**config.mk**
```make
export PLATFORM = sky130hd
export DESIGN_NAME = sar_conv_ctrl
export DESIGN_NICKNAME = d
export VERILOG_FILES = /design/src/inc/sar_ctrl_pkg.sv /design/src/core/sar_conv_ctrl.sv
export VERILOG_INCLUDE_DIRS = /design/src /design/src/inc
export SDC_FILE = /design/constraint.sdc
export NUM_CORES = 1
export LEC_CHECK = 0
export ABC_AREA = 0
export BUFFER_PORTS_ARGS = -buffer_cell sky130_fd_sc_hd__buf_2
export CORE_AREA = 2 2 190 192
export CTS_CLUSTER_DIAMETER = 200
export DETAILED_ROUTE_END_ITERATION = 8
export DIE_AREA = 0 0 192 194
export GPL_TIMING_DRIVEN = 1
export PLACE_DENSITY = 0.76
export SETUP_SLACK_MARGIN = 0.15
export SYNTH_ARGS = -nofsm -noshare
export SYNTH_HDL_FRONTEND = slang
export SYNTH_SLANG_ARGS = --single-unit
```
**constraint.sdc**
```tcl
create_clock -name I_CLOCK -period 2.85 [get_ports I_CLOCK]
set_input_delay 0.57 -clock I_CLOCK [delete_from_list [all_inputs] [get_ports I_CLOCK]]
set_output_delay 0.57 -clock I_CLOCK [all_outputs]
set_load 0.03 [all_outputs]
```
**src/inc/sar_ctrl_params.svh**
```systemverilog
// offsets, field positions and reset values of the conversion controller
`ifndef SAR_CTRL_PARAMS_SVH
`define SAR_CTRL_PARAMS_SVH
`define ADDR_CTRL        8'h00
`define ADDR_RANGE       8'h04
`define ADDR_STATUS      8'h08
`define ADDR_RESULT0     8'h20
`define ADDR_RESULT_LAST 8'h3C
`define CTRL_PD_BIT      0
`define CTRL_LANES_LSB   4
`define CTRL_LANES_MSB   6
`define CTRL_RESET       32'h0000_0070
`define RANGE_RESET      24'hFFFFFF
`define RESULT_BITS      18
`define RANGE_BITS       3
`define NUM_CHANNELS     8
`define DAC_MSB_CODE     18'h20000
`define RESP_OKAY        2'h0
`define RESP_SLVERR      2'h2
`endif

```
**src/inc/sar_ctrl_pkg.sv**
```systemverilog
// types shared by the conversion controller
package sar_ctrl_pkg;
  typedef enum logic [1:0] {ST_IDLE, ST_SCAN, ST_SAR, ST_PUBLISH} conv_state_t;
  typedef logic [2:0]  range_code_t;
  typedef logic [17:0] result_t;
  typedef logic [31:0] axi_data_t;
  typedef logic [7:0]  axi_addr_t;

  // codes 7, 6, 3, 2 are bipolar spans
  function automatic logic is_bipolar(input range_code_t code);
    return (code == 3'h7) || (code == 3'h6) || (code == 3'h3) || (code == 3'h2);
  endfunction : is_bipolar
endpackage : sar_ctrl_pkg

```
**src/core/sar_conv_ctrl.sv**
```systemverilog
// conversion control of an eight-channel simultaneous-sampling 18-bit SAR converter
//
// Functional notes
// - A rising edge on convert_start puts every channel into hold at once and starts a conversion.
// - Channels are tied to the single 18-bit capacitor converter one at a time, in order.
// - Each channel runs an 18-step binary search from half scale down to 1/262144 of scale.
// - Results of all channels are published together only after the last channel is done.
// - Range codes 7, 6, 3 and 2 are bipolar and their results come out in two's complement.
// - Channels on a unipolar range give straight binary results with no sign bit.
// - Each channel has its own range code, which may change and applies to the next conversion.
// - Disabled channels are skipped in one cycle instead of 19, so the whole conversion finishes sooner; each enabled channel still takes 19.
// - The serial port style (CMOS or LVDS) comes from a static strap pin, not from a register.
// - In CMOS mode the serial output uses one to eight lanes, as the host sets them in control register bits 6:4.
// - A power-down state keeps new conversions from starting while it is set; a conversion already running completes.
// - Range codes 5, 4 and 1 are unipolar spans of full, reduced and half reference scale.
// - The eight 3-bit range codes form one 24-bit word that the host writes and the device keeps.
//
// Decided for this implementation: the placing of the registers and the AXI4-Lite interface to the registers.
`timescale 1ns/1ps
`include "sar_ctrl_params.svh"

module sar_conv_ctrl (
  // clock and reset
  input  wire logic                     I_CLOCK,
  input  wire logic                     I_NRST,
  // converter pins and analog handshake
  input  wire logic                     I_CONVERT_START,
  input  wire logic                     I_LVDS_STRAP,
  input  wire logic                     I_COMP_ABOVE,
  output logic                          O_HOLD,
  output logic                          O_BUSY,
  output logic [2:0]                    O_CHAN_SEL,
  output sar_ctrl_pkg::result_t         O_CAP_REDISTRIBUTION_DAC,
  output logic                          O_LVDS_MODE,
  output logic [3:0]                    O_LANES,
  output logic                          O_POWER_DOWN,
  // axi4-lite slave
  input  wire sar_ctrl_pkg::axi_addr_t  I_AWADDR,
  input  wire logic                     I_AWVALID,
  output logic                          O_AWREADY,
  input  wire sar_ctrl_pkg::axi_data_t  I_WDATA,
  input  wire logic [3:0]               I_WSTRB,
  input  wire logic                     I_WVALID,
  output logic                          O_WREADY,
  output logic [1:0]                    O_BRESP,
  output logic                          O_BVALID,
  input  wire logic                     I_BREADY,
  input  wire sar_ctrl_pkg::axi_addr_t  I_ARADDR,
  input  wire logic                     I_ARVALID,
  output logic                          O_ARREADY,
  output sar_ctrl_pkg::axi_data_t       O_RDATA,
  output logic [1:0]                    O_RRESP,
  output logic                          O_RVALID,
  input  wire logic                     I_RREADY
);
  import sar_ctrl_pkg::*;

  //--------------------------------------------------------------------
  // pin synchronisers and strap capture
  //--------------------------------------------------------------------
  logic [1:0]  start_sync;
  logic        start_prev;
  logic [1:0]  strap_sync;
  logic [1:0]  strap_wait;
  logic        strap_done;
  logic        start_rise;

  always_ff @(posedge I_CLOCK or negedge I_NRST) begin
    if (!I_NRST) begin
      start_sync  <= 2'h0;
      start_prev  <= 1'b0;
      strap_sync  <= 2'h0;
      strap_wait  <= 2'h0;
      strap_done  <= 1'b0;
      O_LVDS_MODE <= 1'b0;
    end else begin
      start_sync <= {start_sync[0], I_CONVERT_START};
      start_prev <= start_sync[1];
      strap_sync <= {strap_sync[0], I_LVDS_STRAP};
      // capture only once the synchroniser holds the pin, not its reset value
      strap_wait <= {strap_wait[0], 1'b1};
      strap_done <= strap_wait[1];
      if (strap_wait[1] && !strap_done) begin
        O_LVDS_MODE <= strap_sync[1];
      end
    end
  end

  assign start_rise = start_sync[1] && !start_prev;

  //--------------------------------------------------------------------
  // register file and conversion state
  //--------------------------------------------------------------------
  axi_data_t    ctrl_reg;
  logic [23:0]  range_word;
  logic [23:0]  conv_range;
  conv_state_t  state;
  logic [4:0]   sar_bit;
  result_t      work [`NUM_CHANNELS];
  result_t      result [`NUM_CHANNELS];

  axi_data_t    next_ctrl_reg;
  logic [23:0]  next_range_word;
  logic [23:0]  next_conv_range;
  conv_state_t  next_state;
  logic [4:0]   next_sar_bit;
  logic [2:0]   next_chan;
  result_t      next_dac;
  result_t      next_work [`NUM_CHANNELS];
  result_t      next_result [`NUM_CHANNELS];
  logic         next_hold;
  range_code_t  cur_range;
  logic         cur_en;
  result_t      kept;
  result_t      fmt;

  //--------------------------------------------------------------------
  // axi4-lite slave
  //--------------------------------------------------------------------
  axi_addr_t  aw_addr;
  axi_data_t  w_data;
  logic [3:0] w_strb;
  axi_addr_t  next_aw_addr;
  axi_data_t  next_w_data;
  logic [3:0] next_w_strb;
  logic       next_awready;
  logic       next_wready;
  logic       next_bvalid;
  logic [1:0] next_bresp;
  logic       next_arready;
  logic       next_rvalid;
  logic [1:0] next_rresp;
  axi_data_t  next_rdata;
  logic       do_write;

  function automatic axi_data_t merge(input axi_data_t old, input axi_data_t nw,
                                      input logic [3:0] strb);
    axi_data_t res;
    res = old;
    for (int b = 0; b < 4; b++) begin
      if (strb[b]) begin
        res[8*b +: 8] = nw[8*b +: 8];
      end
    end
    return res;
  endfunction : merge

  function automatic logic is_mapped(input axi_addr_t a);
    return (a == `ADDR_CTRL) || (a == `ADDR_RANGE) || (a == `ADDR_STATUS) ||
           ((a >= `ADDR_RESULT0) && (a <= `ADDR_RESULT_LAST) && (a[1:0] == 2'h0));
  endfunction : is_mapped

  assign do_write = !O_AWREADY && !O_WREADY && !O_BVALID;

  always_comb begin
    next_aw_addr = aw_addr;
    next_w_data  = w_data;
    next_w_strb  = w_strb;
    next_awready = O_AWREADY;
    next_wready  = O_WREADY;
    next_bvalid  = O_BVALID;
    next_bresp   = O_BRESP;
    next_arready = O_ARREADY;
    next_rvalid  = O_RVALID;
    next_rresp   = O_RRESP;
    next_rdata   = O_RDATA;
    if (I_AWVALID && O_AWREADY) begin
      next_aw_addr = I_AWADDR;
      next_awready = 1'b0;
    end
    if (I_WVALID && O_WREADY) begin
      next_w_data = I_WDATA;
      next_w_strb = I_WSTRB;
      next_wready = 1'b0;
    end
    if (do_write) begin
      next_bvalid = 1'b1;
      next_bresp  = is_mapped(aw_addr) ? `RESP_OKAY : `RESP_SLVERR;
    end
    if (O_BVALID && I_BREADY) begin
      next_bvalid  = 1'b0;
      next_awready = 1'b1;
      next_wready  = 1'b1;
    end
    if (I_ARVALID && O_ARREADY) begin
      next_arready = 1'b0;
      next_rvalid  = 1'b1;
      next_rresp   = is_mapped(I_ARADDR) ? `RESP_OKAY : `RESP_SLVERR;
      next_rdata   = 32'h0000_0000;
      if (I_ARADDR == `ADDR_CTRL) begin
        next_rdata = ctrl_reg;
      end else if (I_ARADDR == `ADDR_RANGE) begin
        next_rdata = {8'h00, range_word};
      end else if (I_ARADDR == `ADDR_STATUS) begin
        next_rdata = {27'h0, O_CHAN_SEL, O_LVDS_MODE, O_BUSY};
      end else if (is_mapped(I_ARADDR) && I_ARADDR >= `ADDR_RESULT0) begin
        next_rdata = {14'h0, result[I_ARADDR[4:2]]};
      end
    end
    if (O_RVALID && I_RREADY) begin
      next_rvalid  = 1'b0;
      next_arready = 1'b1;
    end
  end

  always_ff @(posedge I_CLOCK or negedge I_NRST) begin
    if (!I_NRST) begin
      aw_addr   <= 8'h00;
      w_data    <= 32'h0000_0000;
      w_strb    <= 4'h0;
      O_AWREADY <= 1'b1;
      O_WREADY  <= 1'b1;
      O_BVALID  <= 1'b0;
      O_BRESP   <= `RESP_OKAY;
      O_ARREADY <= 1'b1;
      O_RVALID  <= 1'b0;
      O_RRESP   <= `RESP_OKAY;
      O_RDATA   <= 32'h0000_0000;
    end else begin
      aw_addr   <= next_aw_addr;
      w_data    <= next_w_data;
      w_strb    <= next_w_strb;
      O_AWREADY <= next_awready;
      O_WREADY  <= next_wready;
      O_BVALID  <= next_bvalid;
      O_BRESP   <= next_bresp;
      O_ARREADY <= next_arready;
      O_RVALID  <= next_rvalid;
      O_RRESP   <= next_rresp;
      O_RDATA   <= next_rdata;
    end
  end

  //--------------------------------------------------------------------
  // conversion sequencer
  //--------------------------------------------------------------------
  always_comb begin
    axi_data_t merged;
    merged = merge({8'h00, range_word}, w_data, w_strb);
    cur_range = conv_range[3*O_CHAN_SEL +: 3];
    cur_en    = (cur_range != 3'h0);
    kept      = I_COMP_ABOVE ? O_CAP_REDISTRIBUTION_DAC
                             : (O_CAP_REDISTRIBUTION_DAC & ~(18'h1 << sar_bit));
    fmt       = is_bipolar(cur_range) ? {~kept[17], kept[16:0]}
                                      : kept;
    next_ctrl_reg   = ctrl_reg;
    next_range_word = range_word;
    if (do_write && aw_addr == `ADDR_CTRL) begin
      next_ctrl_reg = merge(ctrl_reg, w_data, w_strb) & 32'h0000_0071;
    end
    if (do_write && aw_addr == `ADDR_RANGE) begin
      next_range_word = merged[23:0];
    end
    next_state      = state;
    next_sar_bit    = sar_bit;
    next_chan       = O_CHAN_SEL;
    next_dac        = O_CAP_REDISTRIBUTION_DAC;
    next_conv_range = conv_range;
    next_hold       = O_HOLD;
    next_work       = work;
    next_result     = result;
    case (state)
      ST_IDLE: begin
        if (start_rise && !ctrl_reg[`CTRL_PD_BIT]) begin
          next_hold       = 1'b1;
          next_conv_range = range_word;
          next_chan       = 3'h0;
          next_state      = ST_SCAN;
        end
      end
      ST_SCAN: begin
        if (cur_en) begin
          next_dac     = `DAC_MSB_CODE;
          next_sar_bit = 5'd17;
          next_state   = ST_SAR;
        end else begin
          next_work[O_CHAN_SEL] = 18'h0;
          next_chan  = O_CHAN_SEL + 3'h1;
          next_state = (O_CHAN_SEL == 3'h7) ? ST_PUBLISH : ST_SCAN;
        end
      end
      ST_SAR: begin
        if (sar_bit == 5'd0) begin
          next_work[O_CHAN_SEL] = fmt;
          next_dac   = 18'h0;
          next_chan  = O_CHAN_SEL + 3'h1;
          next_state = (O_CHAN_SEL == 3'h7) ? ST_PUBLISH : ST_SCAN;
        end else begin
          next_dac     = kept | (18'h1 << (sar_bit - 5'd1));
          next_sar_bit = sar_bit - 5'd1;
        end
      end
      ST_PUBLISH: begin
        next_result = work;
        next_hold   = 1'b0;
        next_chan   = 3'h0;
        next_state  = ST_IDLE;
      end
      default: next_state = ST_IDLE;
    endcase
  end

  always_ff @(posedge I_CLOCK or negedge I_NRST) begin
    if (!I_NRST) begin
      ctrl_reg                 <= `CTRL_RESET;
      range_word               <= `RANGE_RESET;
      conv_range               <= `RANGE_RESET;
      state                    <= ST_IDLE;
      sar_bit                  <= 5'd0;
      O_CHAN_SEL               <= 3'h0;
      O_CAP_REDISTRIBUTION_DAC <= 18'h0;
      O_HOLD                   <= 1'b0;
      O_BUSY                   <= 1'b0;
      O_LANES                  <= 4'h8;
      O_POWER_DOWN             <= 1'b0;
      for (int i = 0; i < `NUM_CHANNELS; i++) begin
        work[i]   <= 18'h0;
        result[i] <= 18'h0;
      end
    end else begin
      ctrl_reg                 <= next_ctrl_reg;
      range_word               <= next_range_word;
      conv_range               <= next_conv_range;
      state                    <= next_state;
      sar_bit                  <= next_sar_bit;
      O_CHAN_SEL               <= next_chan;
      O_CAP_REDISTRIBUTION_DAC <= next_dac;
      O_HOLD                   <= next_hold;
      O_BUSY                   <= (next_state != ST_IDLE);
      O_LANES                  <= {1'b0, next_ctrl_reg[6:4]} + 4'h1;
      O_POWER_DOWN             <= next_ctrl_reg[`CTRL_PD_BIT];
      work                     <= next_work;
      result                   <= next_result;
    end
  end

  //--------------------------------------------------------------------
  // assertions
  //--------------------------------------------------------------------
  property p_start_holds;
    @(posedge I_CLOCK) disable iff (!I_NRST)
    (state == ST_IDLE && start_rise && !ctrl_reg[0]) |=> (O_HOLD && O_BUSY && O_CHAN_SEL == 3'h0);
  endproperty
  a_start_holds: assert property (p_start_holds) else $error("start edge did not hold");

  property p_one_channel;
    @(posedge I_CLOCK) disable iff (!I_NRST)
    (state == ST_SAR && sar_bit != 5'd0) |=> $stable(O_CHAN_SEL) && O_HOLD;
  endproperty
  a_one_channel: assert property (p_one_channel) else $error("channel moved mid search");

  property p_eighteen_steps;
    @(posedge I_CLOCK) disable iff (!I_NRST)
    (state == ST_SCAN && cur_en) |=> O_CAP_REDISTRIBUTION_DAC == 18'h20000
      ##17 (state == ST_SAR && sar_bit == 5'd0);
  endproperty
  a_eighteen_steps: assert property (p_eighteen_steps) else $error("search not 18 steps");

  property p_publish_only;
    @(posedge I_CLOCK) disable iff (!I_NRST)
    (state != ST_PUBLISH) |=> $stable(result[0]) && $stable(result[7]);
  endproperty
  a_publish_only: assert property (p_publish_only) else $error("results changed early");

  property p_bipolar_format;
    @(posedge I_CLOCK) disable iff (!I_NRST)
    (state == ST_SAR && sar_bit == 5'd0 && is_bipolar(cur_range))
      |=> work[$past(O_CHAN_SEL)][17] != $past(kept[17]);
  endproperty
  a_bipolar_format: assert property (p_bipolar_format) else $error("bipolar sign wrong");

  property p_unipolar_format;
    @(posedge I_CLOCK) disable iff (!I_NRST)
    (state == ST_SAR && sar_bit == 5'd0 && cur_en && !is_bipolar(cur_range))
      |=> work[$past(O_CHAN_SEL)] == $past(kept);
  endproperty
  a_unipolar_format: assert property (p_unipolar_format) else $error("unipolar code wrong");

  property p_range_frozen;
    @(posedge I_CLOCK) disable iff (!I_NRST)
    (state != ST_IDLE) |=> $stable(conv_range);
  endproperty
  a_range_frozen: assert property (p_range_frozen) else $error("range changed mid run");

  property p_skip_disabled;
    @(posedge I_CLOCK) disable iff (!I_NRST)
    (state == ST_SCAN && !cur_en) |=> state != ST_SAR && work[$past(O_CHAN_SEL)] == 18'h0;
  endproperty
  a_skip_disabled: assert property (p_skip_disabled) else $error("disabled channel ran");

  property p_strap_static;
    @(posedge I_CLOCK) disable iff (!I_NRST)
    strap_done |=> $stable(O_LVDS_MODE);
  endproperty
  a_strap_static: assert property (p_strap_static) else $error("port style changed");

  property p_power_down;
    @(posedge I_CLOCK) disable iff (!I_NRST)
    (state == ST_IDLE && ctrl_reg[0]) |=> state == ST_IDLE;
  endproperty
  a_power_down: assert property (p_power_down) else $error("converted in power down");

  property p_busy_ignore;
    @(posedge I_CLOCK) disable iff (!I_NRST)
    (state == ST_SAR && start_rise && sar_bit != 5'd0) |=> state == ST_SAR && O_BUSY;
  endproperty
  a_busy_ignore: assert property (p_busy_ignore) else $error("start not ignored");

endmodule : sar_conv_ctrl

```
Word-level counts from Yosys, hierarchy flattened. Index checks and enable logic that the tools add are counted.

Register bits: 460. Logic and storage cells: 187. Output and inout port bits: 70.

$add $sub $neg: 3. Bitwise operators: 8. Equal/unequal tests: 17. Mux-type cells: 46. Multipliers: 1. Shift operators: 3. Reduce and logical (&&, ||, !) cells: 56. $lt $le $gt $ge: 7.

Operator list (number): $mux W144 (2); $pmux W144 S2 (1); $mux W18 (9); $and A144 B144 Y144 (1); $bwmux W144 (1); $not A144 Y144 (1); $bmux W18 S3 (1); $demux W18 S3 (1); $mux W24 (2); $pmux W18 S2 (1); $shl A1 B5 Y18 const A (2); $shiftx A24 B6 Y3 (1); $and A18 B18 Y18 (1); $logic_and A1 B1 Y1 (18); $not A18 Y18 (1); $or A18 B18 Y18 (1); $eq A8 B3 Y1 const B (2); $eq A8 B4 Y1 const B (2); $ge A8 B6 Y1 const B (2); $le A8 B6 Y1 const B (2); $logic_not A8 Y1 (2); $mux W7 (2); $reduce_bool A2 Y1 (7); $mux W2 (6); 27 further kinds (72).

Longest topological paths before layout. Gate-level depths: netlist (run 1).

Depth after elaboration: 10. Gate-level depth with buffers: 11.

Worst setup path after synthesis (run 1). Ideal clock, no wire load.

Path type: register to register. Start point: reg sar_bit[0]. End point: reg work[61] (netlist bit). Data required time: 2.725 ns. Path slack: 0.045 ns. Library setup time: 0.125 ns. Cell stages (with the launch flop): 12. Arrival: 2.680 ns. Cell sequence: dfrtp_1 -> inv_1 -> ha_1 -> buf_4 -> nor4b_4 -> or2b_4 -> o211a_4 -> a31oi_4 -> or4_1 -> buf_6 -> buf_6 -> mux2_4.

Longest elaborated chain between the ends: 8. Elaborated cells between the ends (all ways): 11. Classes of those cells: eq/ne: 1; shift: 1; mux: 5; bitwise: 2; reduce/logical: 2.

Ends and longest elaborated chain: start, declared (line sar_conv_ctrl.sv:98) `logic [4:0] sar_bit;`; start signal, assigned (line sar_conv_ctrl.sv:325) `sar_bit <= next_sar_bit;`; $shl A1 B5 Y18 (line sar_conv_ctrl.sv:243) `: (O_CAP_REDISTRIBUTION_DAC & ~(18'h1 << sar_bit));`; $not A18 Y18 (line sar_conv_ctrl.sv:243); $and A18 B18 Y18 (line sar_conv_ctrl.sv:243); $mux W18 (line sar_conv_ctrl.sv:242) `kept = I_COMP_ABOVE ? O_CAP_REDISTRIBUTION_DAC`; $mux W18 (line sar_conv_ctrl.sv:244) `fmt = is_bipolar(cur_range) ? {~kept[17], kept[16:0]}`; $bwmux W144 (line sar_conv_ctrl.sv:284) `next_work[O_CHAN_SEL] = fmt;`; $mux W144 (line sar_conv_ctrl.sv:283) `if (sar_bit == 5'd0) begin`; $pmux W144 S2 (line sar_conv_ctrl.sv:262) `case (state)`; end signal, assigned (line sar_conv_ctrl.sv:332) `work <= next_work;`; end, declared (line sar_conv_ctrl.sv:99) `` result_t work [`NUM_CHANNELS]; ``.

Parallel ways exist; a longest one is shown, timed or not. The select of a mux whose other input is x is not followed. A chain may end at the register's enable or synchronous reset.

Worst setup path after layout (run 1).
Start point: reg O_CHAN_SEL[1]. End point: reg work[79] (netlist bit).

Longest elaborated chain between the ends: 9. Elaborated cells between the ends (all ways): 17. Classes of those cells: mul: 1; order compare: 2; eq/ne: 1; shift: 1; mux: 6; bitwise: 3; reduce/logical: 3.

Ends and longest elaborated chain: start, declared (line sar_conv_ctrl.sv:32) `output logic [2:0] O_CHAN_SEL,`; start signal, assigned (line sar_conv_ctrl.sv:326) `O_CHAN_SEL <= next_chan;`; parallel branches: the longest is 9 deep, another holds $mul A2 B3 Y5.

Several ways; the timed one is not identified. The select of a mux whose other input is x is not followed.

==> flow_summary.yaml, run 1 <==
status:
  outcome: "complete, but fails checks"
  violations: "hold timing"
critical_path:
  end_kind: "flip-flop"
  cp_max_fo: 17
  crit_type: "flip-flop to flip-flop"
  crit_required_ps: 3270
  critPathLaunchType: "flip-flop"
  timing.critical_path.arrival_ps: 3050
global_route:
  grt_use_total_pct: 23.7
  grt_overflow: 0
  grt_pass1_wl_um: 68600
  grt_max_degree: 68
  grt_pass1_vias: 12100
  antenna_found_initial: 2
cts:
  clk_pin_slew_ps: 60
  numCtsBuffers: 45
  clockRootBuffer: "clkbuf_16"
  cts_tree: "done"
  clk_latency_ps: 540
  cts_sinks: 449
  cts_buffer_depth: 3
  h-tree-depth: 2
logic_synthesis:
  synth-async-reset-ratio_pct: 100
  synth_top_cell_by_area: "dfrtp_1"
  synth_top_flop_cell: "dfrtp_1"
  synth-edff-count: 0
  yosysTopAreaCellShare_pct: 51.4
  syn_area_um2: 19200
  synth_warnings: 0
  yosysSeqAreaShare_pct: 58.9
  synth_cell_types: 73
  synth_area_leaders: "dfrtp_1 (51%), mux2_2 (21%), dfstp_2 (7.5%)"
  postSynthCellCount: 1320
  ys_ff_latch: 449
  post_synth.cell_area_avg_um2: 14.5
placed_design:
  routabilityCongestion: 0.821
  hpwlAfterDp_um: 28600
  place_ws_ps: 87.4
  numPortBuffers: 112
  dpl.cell_count: 1876
finish:
  areaGrowthSynthToFinish_pct: 16.7
  drive_gt1_share_pct: 49.3
  finalNonFillerCells: 1965
  reg_top3: "result (144), work (144)"
  nets: 1542
  n_antenna_cell: 0
timing:
  layout_setup_ws_ps: 222
  timing.fmax_ghz: 0.381
  rsz0062_at_grt: "false"
  slew-limit-headroom_pct: 48.8
  finalSetupTns_ps: 0
  hold_violations: 7
  period_needed_ps: 2630
  setup_violations: 0
  worstMarginPinSlew_ps: 768
  skew_ps: 8.21
  worst_hold_slack_ps: -20.7
  fin_crit_sh_pct: 92.2
  drv_slew: 0
power_and_ir_drop:
  p_leak_nw: 10.7
  powerDensity_nw_per_um2: 834
  peakVddDrop_mv: 0.783
floorplan:
  ios: 132
  dieArea_um2: 37200
  std_cell_rows: 69
  fp.dieW_um: 192
  core-area_um2: 35200
  die_h_um: 194
  initial_utilization_pct: 54.5
job:
  max-cap-violations: 0
detailed_routing:
  wl_per_cell_um: 22.0
  viasPerCell: 5.84
  ant_nets: 0
  dr.pass1.iters: 5
  via_count: 11500
  drt_iter0_markers: 606
  wl_um: 43200
  drc: 0
hold_path:
  hp-class: "input pin to async pin"
## cell type report
type,instances,area [um2]
tap,461,577
timing repair buffer,182,1330
inverter,26,97.6
clock inverter,17,302
sequential,449,11300
clock buffer,67,1350
multi-input combinational,763,7440
fill,2484,12800
## critical path: stages, from the launching register on
cell and delay (ps):
dfrtp_2 510, mux2i_2 220, o221a_2 310, o22a_1 260, a31oi_4 240, buf_6 190
nand3b_1 180, buf_12 230, mux2_2 360
## Yosys cell counts, types with 15 or more instances
cell type and instances:
dfrtp_1 394, mux2_2 356, nand2_1 72, dfstp_2 55, clkbuf_1 48, o21ai_0 41, mux4_2 36, mux2i_1 33
inv_1 25, a21oi_1 21, buf_1 17, buf_4 16, nor2_1 16, a22o_1 15
## power breakdown
part	switching [mW]	total (mW)	leakage (nW)	internal (mW)
logic	2.48	4.39	4.10	1.91
registers	0.556	7.80	5.81	7.25
clock network	2.47	6.48	0.805	4.02
## metrics by stage
step	util [%]	cell area [um2]	power, mW
after floorplan	-	19300	10.8
after global placement	58.7	20700	12.1
after detailed placement	58.7	20700	12.2
after CTS	63.4	22300	18.7
after global routing	63.6	22400	19.5
final	63.6	22400	18.7
## path summary, 6_finish.rpt
path	start	end	slack, ps	cells past startpoint
setup reg to reg	O_CHAN_SEL[1]$_DFFE_PN0P_	work[79]$_DFFE_PN0P_	220	8
hold / removal	I_NRST	sar_bit[1]$_DFFE_PN0P_	-20	1
min in group I_CLOCK	I_LVDS_STRAP	strap_sync[0]$_DFF_PN0_	140	1
hold reg to reg	strap_wait[0]$_DFF_PN0_	strap_wait[1]$_DFF_PN0_	350	0
setup / recovery	O_CHAN_SEL[1]$_DFFE_PN0P_	work[79]$_DFFE_PN0P_	220	8
max in group asynchronous	I_NRST	result[123]$_DFFE_PN0P_	2030	2
## cells by family after synthesis
logic type	after synthesis	synth area share [%]
DFF	449	58.9
xor gates and xnor gates	4	0.183
adders and majority gates	13	0.847
other	2	0.0391
AOI/OAI and AO/OA	141	5.20
buffers and inverters	117	2.73
muxes	436	27.7
and+or+nand+nor	158	4.45
## cells in the final DEF (no fill, tap or decap), drive strengths merged, types with 10 or more instances in the layout
cell type,synthesis,routed
dfstp,55,55
mux4,36,36
and3,13,13
a21oi,21,21
nor4,10,10
ha,13,13
mux2,367,367
a22o,15,15
a22oi,14,14
inv,26,27
nor2,19,19
clkbuf,48,67
o21ai,41,41
mux2i,33,33
dfrtp,394,394
buf,43,182
conb,2,11
nand2,72,72
## metal layers
metal / vias to the layer above / track usage [%] / part of all wire (%)
met5: - / 0 / 0
met4: 0 / 6.53 / 2.4
met3: 67 / 3.60 / 4.5
met2: 274 / 40.7 / 51
met1: 6076 / 31.5 / 42
li1: 5064 / - / -
## repair_timing
action | CTS | global route
cloned | 0 | 0
hold endpoints to repair | 0 | 0
setup endpoints to repair | 69 | 129
resized for setup | 1 | 6
pin swaps | 0 | 0
hold buffers | 0 | 0
buffers inserted | 0 | 5
Note: power is estimated with default switching activity, not from simulation.
==> inputs of run 2 (changes only) <==
--- a/config.mk
+++ b/config.mk
@@ -8,12 +8,13 @@
 export LEC_CHECK = 0
 export ABC_AREA = 0
 export BUFFER_PORTS_ARGS = -buffer_cell sky130_fd_sc_hd__buf_2
+export CAP_MARGIN = 25
 export CORE_AREA = 2 2 190 192
 export CTS_CLUSTER_DIAMETER = 200
 export DETAILED_ROUTE_END_ITERATION = 8
 export DIE_AREA = 0 0 192 194
 export GPL_TIMING_DRIVEN = 1
-export PLACE_DENSITY = 0.76
+export PLACE_DENSITY = 0.73
 export SETUP_SLACK_MARGIN = 0.15
 export SYNTH_ARGS = -nofsm -noshare
 export SYNTH_HDL_FRONTEND = slang
==> constraint.sdc (replaced) <==
create_clock -name I_CLOCK -period 3.1 [get_ports I_CLOCK]
set_input_delay 0.62 -clock I_CLOCK [delete_from_list [all_inputs] [get_ports I_CLOCK]]
set_output_delay 0.62 -clock I_CLOCK [all_outputs]
set_load 0.03 [all_outputs]
==> flow_summary.yaml, run 2 (same netlist as run 1, synthesis figures left out) <==
timing:
  timing.fmax_ghz: 0.354
  hold_violations: 0
  setup_violations: 0
  finalSetupTns_ps: 0
  slew-limit-headroom_pct: 34.7
  worstMarginPinSlew_ps: 979
  period_needed_ps: 2820
  rsz0062_at_grt: "true"
  skew_ps: 28.7
  drv_slew: 0
  fin_crit_sh_pct: 91.1
detailed_routing:
  via_count: 11300
  drc: 0
  dr.pass1.iters: 5
  ant_nets: 0
  viasPerCell: 5.82
  wl_um: 42000
  wl_per_cell_um: 21.6
  drt_iter0_markers: 643
floorplan:
  core-area_um2: 35200
  std_cell_rows: 69
  dieArea_um2: 37200
  fp.dieW_um: 192
  ios: 132
  initial_utilization_pct: 54.5
  die_h_um: 194
power_and_ir_drop:
  powerDensity_nw_per_um2: 754
  power_mw: 16.6
  p_leak_nw: 10.5
  peakVddDrop_mv: 0.618
critical_path:
  cp_common_cell: "buf_4"
  cp.buffers_inverters: 3
  worstReg2RegStart: "sar_bit[0]$_DFFE_PN0P_"
  slowest_stage: "dfrtp_1"
  crit_required_ps: 3510
  end_kind: "flip-flop"
  max_stage_delay_ps: 430
  crit_start: "sar_bit[0]$_DFFE_PN0P_"
  timing.critical_path.arrival_ps: 3230
  cp_max_fo: 9
  crit_type: "flip-flop to flip-flop"
  crit_chain: "inv_1, ha_1, nor4b_4, or2b_4, o211a_4, a31oi_4, buf_4, nor4_4, buf_4, mux2_2"
  critPathLaunchType: "flip-flop"
  critPathTopFamily: "simple AND/OR/NAND/NOR gates"
finish:
  nets: 1521
  reg_top3: "result (144), work (144)"
  mostFrequentLayoutCells: "dfrtp_1 (393), mux2_2 (356), buf_2 (111)"
  areaGrowthSynthToFinish_pct: 14.6
  n_antenna_cell: 0
  drive_gt1_share_pct: 48.2
  final_common_cell: "dfrtp_1"
global_route:
  grt_use_total_pct: 22.9
  grt_overflow: 0
  antenna_found_initial: 2
  grt_pass1_wl_um: 66400
  grt_max_degree: 85
  grt_pass1_vias: 11800
placed_design:
  hpwlAfterDp_um: 27300
  routabilityCongestion: 0.862
  numPortBuffers: 112
cts:
  cts_sinks: 449
  cts_tree: "done"
  h-tree-depth: 2
  numCtsBuffers: 45
  clk_latency_ps: 550
  clk_pin_slew_ps: 60
  hold_buffers: 0
  cts_buffer_depth: 3
  clockRootBuffer: "clkbuf_16"
job:
  max-cap-violations: 0
status:
  outcome: "finished clean"
hold_path:
  hp-class: "input pin to async pin"
-- run 2: cell types whose count changed in the layout (fill, tap and decap cells not counted), sizes merged --
cell	previous run	this run
buf	182	161
bufinv	8	2
clkbuf	67	71
clkinvlp	2	1
-- run 2: power breakdown --
group | switching (mW) | total, mW | leakage, nW | internal (mW)
Combinational | 2.23 | 3.88 | 3.97 | 1.65
Sequential | 0.521 | 7.18 | 5.82 | 6.66
Clock | 2.21 | 5.53 | 0.760 | 3.32
-- run 2: worst reg2reg max path, cell delays in order, from the launching register on --
cell and delay [ps]:
dfrtp_1 430, inv_1 150, ha_1 200, nor4b_4 330, or2b_4 250, o211a_4 180
a31oi_4 110, buf_4 190, nor4_4 190, buf_4 310, mux2_2 370
-- run 2: final cells by class --
type                    count  area (um2)
fillers                  2610       13200
flip-flops and latches    449       11300
multi-input cells         763        7420
clock buffers              71        1430
repair buffers            161        1070
well taps                 461         577
clock inverters            10         106
inverters                  26        97.6
-- run 2: timing repair --
action / 4_1_cts / 5_1_grt
gates resized for setup: 0 / 4
setup endpoints to repair: 0 / 122
buffers inserted: 0 / 5
-- run 2: stage by stage --
step	instances	util (%)	setup WS, ps	cell area [um2]	hold WS, ps
detailed placement	1855	58.0	256	20400	338
floorplan	1329	-	295	19200	324
CTS	1936	62.3	170	22000	42.3
global placement	1855	58.0	272	20400	334
global route	1941	62.5	127	22000	63.1
finish	1941	62.5	277	22000	25.0
-- run 2: path summary, 6_finish.rpt --
kind	slack (ps)	cells past startpoint	endpoint
max	280	10	work[133]$_DFFE_PN0P_
min	30	1	w_data[19]$_DFFE_PN0P_
max reg2reg	280	10	work[133]$_DFFE_PN0P_
min reg2reg	350	0	strap_wait[1]$_DFF_PN0_
max in group asynchronous	2150	2	work[95]$_DFFE_PN0P_
min in group I_CLOCK	190	1	start_sync[0]$_DFF_PN0_
-- run 2: routing by layer --
| layer | GRT usage (%) | wire length (um) | vias to the layer above |
|---|---|---|---|
| li1 | - | - | 5013 |
| met3 | 3.64 | 2200 | 63 |
| met4 | 5.80 | 908 | 2 |
| met1 | 31.7 | 18200 | 5908 |
| met5 | 0 | 13 | - |
| met2 | 38.0 | 20700 | 306 |
